==> src/dra_timer.sv <==
// constants package and refresh interval timer for the refresh arbiter
`timescale 1ns/1ns
package dra_pkg;
  localparam int CLK_PERIOD_NS = 10;
  // spacing between row refreshes, longest time rounds down
  localparam int REF_INTERVAL_NS = 14500;
  localparam int REF_INTERVAL_CYC = REF_INTERVAL_NS / CLK_PERIOD_NS;
  // row strobe width of a refresh, least time rounds up
  localparam int REF_STROBE_NS = 250;
  localparam int REF_STROBE_CYC =
    (REF_STROBE_NS + CLK_PERIOD_NS - 1) / CLK_PERIOD_NS;
  // whole refresh operation including strobe precharge
  localparam int REF_TOTAL_NS = 300;
  localparam int REF_TOTAL_CYC =
    (REF_TOTAL_NS + CLK_PERIOD_NS - 1) / CLK_PERIOD_NS;
  // longest stall an access may see behind a refresh
  localparam int STALL_MAX_NS = 400;
  localparam int STALL_MAX_CYC = STALL_MAX_NS / CLK_PERIOD_NS;
  // retention window and number of rows in the array
  localparam int ROW_COUNT = 128;
  localparam int RETAIN_NS = 4000000;
  localparam int ROW_LIMIT_CYC = RETAIN_NS / ROW_COUNT / CLK_PERIOD_NS;
  localparam int ROW_W = 7;
  localparam int TMR_W = 11;
  localparam int REF_CNT_W = 6;
  localparam logic [ROW_W-1:0] ROW_RESET = 7'h00;
  localparam logic [TMR_W-1:0] TMR_RESET = 11'h000;
  typedef enum logic [1:0] {
    DRA_IDLE = 2'b00,
    DRA_ACCESS = 2'b01,
    DRA_REFRESH = 2'b10
  } dra_state_t;
endpackage : dra_pkg

module dra_timer
  import dra_pkg::*;
(
  input wire logic i_mclk, // system clock
  input wire logic i_srst, // sync reset, active high
  input wire logic i_ce,   // clock enable
  output logic o_due       // one-cycle pulse, refresh is due
);
  typedef struct packed {
    logic [TMR_W-1:0] cnt;
    logic due;
  } dra_tmr_t;

  dra_tmr_t cur;
  dra_tmr_t next_cur;

  // interval count, due pulse at its end
  always_comb begin
    next_cur = cur;
    next_cur.due = 1'b0;
    if (cur.cnt == TMR_W'(REF_INTERVAL_CYC - 1)) begin
      next_cur.cnt = TMR_RESET;
      next_cur.due = 1'b1;
    end else begin
      next_cur.cnt = cur.cnt + 11'h001;
    end
  end

  // state register
  always_ff @(posedge i_mclk) begin
    if (i_srst) begin
      cur <= '0;
    end else if (i_ce) begin
      cur <= next_cur;
    end
  end

  assign o_due = cur.due;

  property p_due_gap;
    @(posedge i_mclk) disable iff (i_srst || !i_ce)
      o_due |=> !o_due [*8];
  endproperty
  a_due_gap: assert property (p_due_gap)
    else $error("refresh due pulses too close");
endmodule : dra_timer

==> src/dra_refresh_arbiter.sv <==
// refresh scheduling and memory arbitration between bus access and refresh
`timescale 1ns/1ns
// Function
// - start one row refresh every 14.5 us across all 128 rows
// - each row renewed at least once per 4 ms, access delays included
// - bus master needs no extra action; it only sees a longer access
// - on simultaneous contention the bus access wins, refresh stays pending
// - access arriving mid-refresh waits at most 400 ns
// - refresh grant only asserted while no memory access is in progress
// - refresh logic drives its own row strobe and row address
// - access starts only with address in range; only those block refresh
module dra_refresh_arbiter
  import dra_pkg::*;
(
  input wire logic i_mclk,             // system clock, 100 MHz
  input wire logic i_srst,             // sync reset, active high
  input wire logic i_ce,               // clock enable, freezes all state
  input wire logic i_access_req,       // bus cycle in progress, level
  input wire logic i_address_in_range, // latched address is on board
  output logic o_access_go,            // start/hold access timing chain
  output logic o_refresh_grant,        // refresh operation granted
  output logic o_row_strobe,           // refresh row strobe
  output logic [ROW_W-1:0] o_row_addr  // refresh row address
);
  typedef struct packed {
    dra_state_t state;
    logic pending;
    logic [REF_CNT_W-1:0] ref_cnt;
    logic [ROW_W-1:0] row;
    logic grant;
    logic strobe;
    logic go;
    logic [15:0] since_ref;
  } dra_arb_t;

  dra_arb_t cur;
  dra_arb_t next_cur;
  logic due;

  // interval timer flags a due refresh
  dra_timer u_timer (
    .i_mclk(i_mclk),
    .i_srst(i_srst),
    .i_ce(i_ce),
    .o_due(due)
  );

  // arbitration and refresh sequencing
  always_comb begin
    next_cur = cur;
    if (due) begin
      next_cur.pending = 1'b1;
    end
    case (cur.state)
      DRA_IDLE: begin
        if (i_access_req && i_address_in_range) begin
          next_cur.state = DRA_ACCESS;
          next_cur.go = 1'b1;
        end else if (cur.pending) begin
          next_cur.state = DRA_REFRESH;
          next_cur.grant = 1'b1;
          next_cur.strobe = 1'b1;
          next_cur.ref_cnt = '0;
          next_cur.pending = due; // new due wins over the clear
        end
      end
      DRA_ACCESS: begin
        // access runs as long as the master holds it
        if (!i_access_req) begin
          next_cur.state = DRA_IDLE;
          next_cur.go = 1'b0;
        end
      end
      DRA_REFRESH: begin
        next_cur.ref_cnt = cur.ref_cnt + 6'h01;
        if (cur.ref_cnt == REF_CNT_W'(REF_STROBE_CYC - 1)) begin
          next_cur.strobe = 1'b0;
        end
        if (cur.ref_cnt == REF_CNT_W'(REF_TOTAL_CYC - 1)) begin
          next_cur.state = DRA_IDLE;
          next_cur.grant = 1'b0;
          next_cur.row = cur.row + 7'h01;
        end
      end
      default: begin
        next_cur.state = DRA_IDLE;
        next_cur.grant = 1'b0;
        next_cur.strobe = 1'b0;
        next_cur.go = 1'b0;
      end
    endcase
    // enabled cycles since the last refresh start
    if (next_cur.grant && !cur.grant) begin
      next_cur.since_ref = 16'h0000;
    end else if (cur.since_ref != 16'hffff) begin
      next_cur.since_ref = cur.since_ref + 16'h0001;
    end
  end

  // state register
  always_ff @(posedge i_mclk) begin
    if (i_srst) begin
      cur <= '0;
    end else if (i_ce) begin
      cur <= next_cur;
    end
  end

  // outputs straight from the state register
  assign o_access_go = cur.go;
  assign o_refresh_grant = cur.grant;
  assign o_row_strobe = cur.strobe;
  assign o_row_addr = cur.row; // own row address

  property p_due_grant;
    @(posedge i_mclk) disable iff (i_srst || !i_ce)
      $rose(o_refresh_grant) |-> $past(cur.pending);
  endproperty
  a_due_grant: assert property (p_due_grant)
    else $error("refresh started without a due request");

  property p_retain;
    @(posedge i_mclk) disable iff (i_srst || !i_ce)
      cur.since_ref <= 16'(ROW_LIMIT_CYC);
  endproperty
  a_retain: assert property (p_retain)
    else $error("row refresh gap exceeds retention limit");

  property p_hold_access;
    @(posedge i_mclk) disable iff (i_srst || !i_ce)
      o_access_go && i_access_req |=> o_access_go;
  endproperty
  a_hold_access: assert property (p_hold_access)
    else $error("access dropped while master still holds it");

  property p_bus_wins;
    @(posedge i_mclk) disable iff (i_srst || !i_ce)
      cur.state == DRA_IDLE && i_access_req && i_address_in_range
        |=> o_access_go && !o_refresh_grant;
  endproperty
  a_bus_wins: assert property (p_bus_wins)
    else $error("bus access lost contention to refresh");

  property p_stall;
    @(posedge i_mclk) disable iff (i_srst || !i_ce)
      i_access_req && i_address_in_range && !o_access_go
        |-> ##[1:40] o_access_go;
  endproperty
  a_stall: assert property (p_stall)
    else $error("access stalled longer than 400 ns");

  property p_exclusive;
    @(posedge i_mclk) disable iff (i_srst || !i_ce)
      o_refresh_grant |-> !o_access_go;
  endproperty
  a_exclusive: assert property (p_exclusive)
    else $error("refresh granted during an access");

  property p_strobe;
    @(posedge i_mclk) disable iff (i_srst || !i_ce)
      $rose(o_refresh_grant) |-> o_row_strobe [*8];
  endproperty
  a_strobe: assert property (p_strobe)
    else $error("refresh row strobe too short");

  property p_in_range;
    @(posedge i_mclk) disable iff (i_srst || !i_ce)
      $rose(o_access_go) |-> $past(i_address_in_range);
  endproperty
  a_in_range: assert property (p_in_range)
    else $error("access started for out-of-range address");

  property p_row_step;
    @(posedge i_mclk) disable iff (i_srst || !i_ce)
      $fell(o_refresh_grant) |-> o_row_addr == $past(o_row_addr) + 7'h01;
  endproperty
  a_row_step: assert property (p_row_step)
    else $error("row address did not advance by one");

  property p_strobe_in_grant;
    @(posedge i_mclk) disable iff (i_srst || !i_ce)
      o_row_strobe |-> o_refresh_grant;
  endproperty
  a_strobe_in_grant: assert property (p_strobe_in_grant)
    else $error("row strobe outside a refresh");

  // strobe low before the refresh ends
  property p_precharge;
    @(posedge i_mclk) disable iff (i_srst || !i_ce)
      $fell(o_refresh_grant) |-> !$past(o_row_strobe);
  endproperty
  a_precharge: assert property (p_precharge)
    else $error("row strobe still high at refresh end");

  // refresh proceeds once the array is free
  property p_proceed;
    @(posedge i_mclk) disable iff (i_srst || !i_ce)
      cur.state == DRA_IDLE && cur.pending
        && !(i_access_req && i_address_in_range) |=> o_refresh_grant;
  endproperty
  a_proceed: assert property (p_proceed)
    else $error("pending refresh not granted on a free array");

  // clock enable low holds every state bit
  property p_freeze;
    @(posedge i_mclk) disable iff (i_srst)
      !i_ce |=> $stable(cur);
  endproperty
  a_freeze: assert property (p_freeze)
    else $error("state moved while clock enable was low");

  c_refresh: cover property (@(posedge i_mclk) $fell(o_refresh_grant));
  c_contend: cover property (@(posedge i_mclk)
    cur.pending && $rose(o_access_go));
  c_stalled: cover property (@(posedge i_mclk)
    o_refresh_grant && i_access_req && i_address_in_range);
  c_wrap: cover property (@(posedge i_mclk)
    $fell(o_refresh_grant) && o_row_addr == 7'h00);
  c_freeze: cover property (@(posedge i_mclk) !i_ce && o_refresh_grant);
endmodule : dra_refresh_arbiter

==> config.mk <==
export PLATFORM = sky130hd
export DESIGN_NAME = dra_refresh_arbiter
export DESIGN_NICKNAME = d
export VERILOG_FILES = /design/src/dra_timer.sv /design/src/dra_refresh_arbiter.sv
export SDC_FILE = /design/constraint.sdc
export NUM_CORES = 1
export LEC_CHECK = 0
export BUFFER_PORTS_ARGS = -buffer_cell sky130_fd_sc_hd__buf_2
export CAP_MARGIN = 40
export CORE_MARGIN = 5
export CORE_UTILIZATION = 40
export CTS_CLUSTER_SIZE = 20
export DETAILED_ROUTE_END_ITERATION = 7
export PLACE_DENSITY = 0.59
export SETUP_SLACK_MARGIN = 0.5
export SYNTH_ARGS = -nofsm -noshare
export SYNTH_HDL_FRONTEND = slang
export SYNTH_HIERARCHICAL = 1
export SYNTH_SLANG_ARGS = --single-unit
==> constraint.sdc <==
create_clock -name i_mclk -period 4.15 [get_ports i_mclk]
set_input_delay 0.415 -clock i_mclk [delete_from_list [all_inputs] [get_ports i_mclk]]
set_output_delay 0.415 -clock i_mclk [all_outputs]
set_load 0.1 [all_outputs]
==> impl_metrics.yaml <==
placement:
  placed_area_sq_um: 1856
  place_inst: 257
  port_buffers: 14
  gp_congestion: 0.7508
  hpwl_mm: 2.395
global_route:
  grt_pass1_vias: 1334
  grt_max_degree: 28
  grt_usage_pct: 12.17
  grt_use_met1_pct: 15.58
  gr-usage-met3_pct: 3.747
  grt_pass1_wl_mm: 6.016
  overflow: 0
  use_met2_pct: 19.02
  top_usage_layer: "met2"
  antenna_found_initial: 0
pwr:
  powerDensity_nw_per_um2: 334.1
  p_total_uw: 659.2
  p_leak_nw: 0.7505
  vdd_drop_max_mv: 0.1746
synth:
  ys_ff_latch: 31
  syn_area_sq_um: 1810
  synth_edf_count: 0
  yosysTopAreaCell: "dfxtp_1"
  async_flop_share_pct: 0
  synthesis.nets: 216
  synthCells: 205
  synth_cell_types: 50
  seq_area_frac_synth_pct: 34.28
  netlist.area_leader.share_pct: 34.28
  ys_warn_count: 6
  syn_area_per_cell_sq_um: 8.832
  ys.flop_type: "dfxtp_1"
  synthTopCellsByArea: "dfxtp_1 (34%), nor2_1 (4.4%), ha_1 (4.1%), buf_4 (3.7%), a21oi_1 (3.0%)"
outcome:
  status: "completed"
floorplan:
  die_w_microns: 77.28
  core_sq_um: 4384
  fp-row-count: 24
  initial_utilization_pct: 41.30
  die_h_microns: 77.28
  pin_count: 15
  die-area_sq_um: 5971
finish:
  final_cells: 265
  areaGrowthSynthToFinish_pct: 8.984
  diodes: 0
  fin_area_sq_um: 1973
  fill_cells: 444
  nets: 223
  drive_gt1_share_pct: 17.84
clock_tree:
  hold_buffers: 0
  ctsResizeCount: 0
  post_cts_buffers: 0
  clock_tree.buffer_depth: 2
  htree_levels: 2
  clk_pin_slew_ps: 70
  clk_latency_ps: 280
  clkSinkCount: 31
  cts-root-buf: "clkbuf_8"
  cts_buffers: 5
  cts_tree: "yes"
route:
  vias: 1425
  drc: 0
  dr.pass1.iters: 4
  wire_per_inst_microns: 12.77
  routed_wl_mm: 3.383
  detail-route-antenna-nets: 0
  viasPerCell: 5.377
  initialDrtViolationCount: 125
critical_path:
  slowest_delay_ps: 450
  path_buf_inv: 0
  crit_type: "flop to flop"
  timing.rr.start: "cur[26]"
  crit_slowest_cell: "dfxtp_1"
  cpLargestDelayFamily: "flip-flops"
  setup.worst_path.start: "cur[26]"
  critPathArrivalTime_ps: 1820
  path_max_fanout: 6
  path_cells: "ha_1 -> nand3_1 -> nor4_1 -> mux2_2"
  worstPathRequired_ps: 4330
  end_kind: "flop"
  start_kind: "flop"
min_path:
  hp-start: "u_timer/o_due"
  hold_class: "flop to flop"
sta:
  fin_crit_ps: 1641
  rsz0062_at_grt: "no"
  finalHoldViolations: 0
  slew_headroom_pct: 65.57
  max_clock_freq_ghz: 0.6092
  drv_slew: 0
  setup_violations: 0
  worst_slew_pin_slew_ps: 515.7
  tns_ps: 0
  whs_ps: 467.2
  fin_worst_skew_ps: 7.513
  min_period_over_period_pct: 39.55
job:
  cap_violations: 0
-- logic make-up after synthesis --
| kind of cell | count (synthesis) | share of synthesized area (%) |
|---|---|---|
| flip-flops | 31 | 34.28 |
| XOR/XNOR | 10 | 4.837 |
| AO/OA/AOI/OAI | 41 | 16.10 |
| adder cells (fa/ha/maj) | 6 | 4.146 |
| AND/OR/NAND/NOR | 81 | 27.99 |
| buffers and inverters | 28 | 7.878 |
| multiplexers | 8 | 4.768 |
-- synth_stat cells (2+ instances only) --
cell type	number
dfxtp_1	31
nor2_1	21
inv_1	14
a21oi_1	11
buf_4	9
nand3_1	8
nor2b_1	8
o21ai_0	7
ha_1	6
xnor2_1	6
nand2_1	5
nand4b_1	5
nor4_1	5
a211oi_1	4
mux2_2	4
nand4_1	4
o31ai_1	4
xor2_1	4
buf_2	3
mux2i_1	3
nand2b_1	3
nor3_1	3
o211ai_1	3
a21o_1	2
and3b_1	2
clkbuf_1	2
nand3b_4	2
nor4_2	2
or2_1	2
or4_1	2
-- worst register-to-register path, delay by kind of cell, from the launching register on --
family                     cells  cell delay, ps
adders and majority gates      1             270
DFF                            1             450
muxes                          1             370
and+or+nand+nor                2             450
-- area by class of cell --
class / count / area, sq um / area share, %
clock buffers: 6 / 82.58 / 4.185
clock inverters: 2 / 35.03 / 1.776
inverters: 14 / 52.55 / 2.663
multi-input cells: 146 / 1047 / 53.08
flip-flops and latches: 31 / 620.6 / 31.45
well taps: 52 / 65.06 / 3.297
repair buffers: 14 / 70.07 / 3.551
-- stage by stage --
stage | setup slack, ps | utilization (%)
2_1_floorplan | 2713 | -
3_3_place_gp | 2355 | 42.32
3_5_place_dp | 2345 | 42.32
4_1_cts | 2500 | 45.01
5_1_grt | 2369 | 45.01
6_report | 2509 | 45.01
-- worst paths after layout --
path	end	slack, ps	depth (start not counted)
worst max-delay path	o_row_addr[5]	2510	4
worst min-delay path	cur[32]	470	2
worst max register to register	o_row_addr[5]	2510	4
worst min register to register	cur[32]	470	2
-- flip-flops by register name, summed over array words and instances (netlist names) --
signal / flops
o_refresh_grant: 1
cur: 9
u_timer/cur: 11
o_access_go: 1
o_row_addr: 7
o_row_strobe: 1
u_timer/o_due: 1
-- report_power, final --
group / switching [mW] / internal [mW]
Sequential: 0.00497 / 0.301
Combinational: 0.0292 / 0.0126
Clock: 0.117 / 0.194
Total: 0.151 / 0.508
-- layout by cell type (no fill, tap or decap), types with 6 or more instances in the layout --
cell | synthesis | final
dfxtp_1 | 31 | 31
nor2_1 | 21 | 21
inv_1 | 14 | 14
buf_2 | 3 | 14
a21oi_1 | 11 | 11
nor2b_1 | 8 | 8
nand3_1 | 8 | 8
o21ai_0 | 7 | 7
ha_1 | 6 | 6
clkbuf_8 | 0 | 6
xnor2_1 | 6 | 6
-- metal layers --
layer	share of wire (%)	wire (microns)
met1	49	1652
met2	46	1549
met3	4.1	139
met4	1.2	41
met5	0	0
Power figures use the tool's default switching activity.
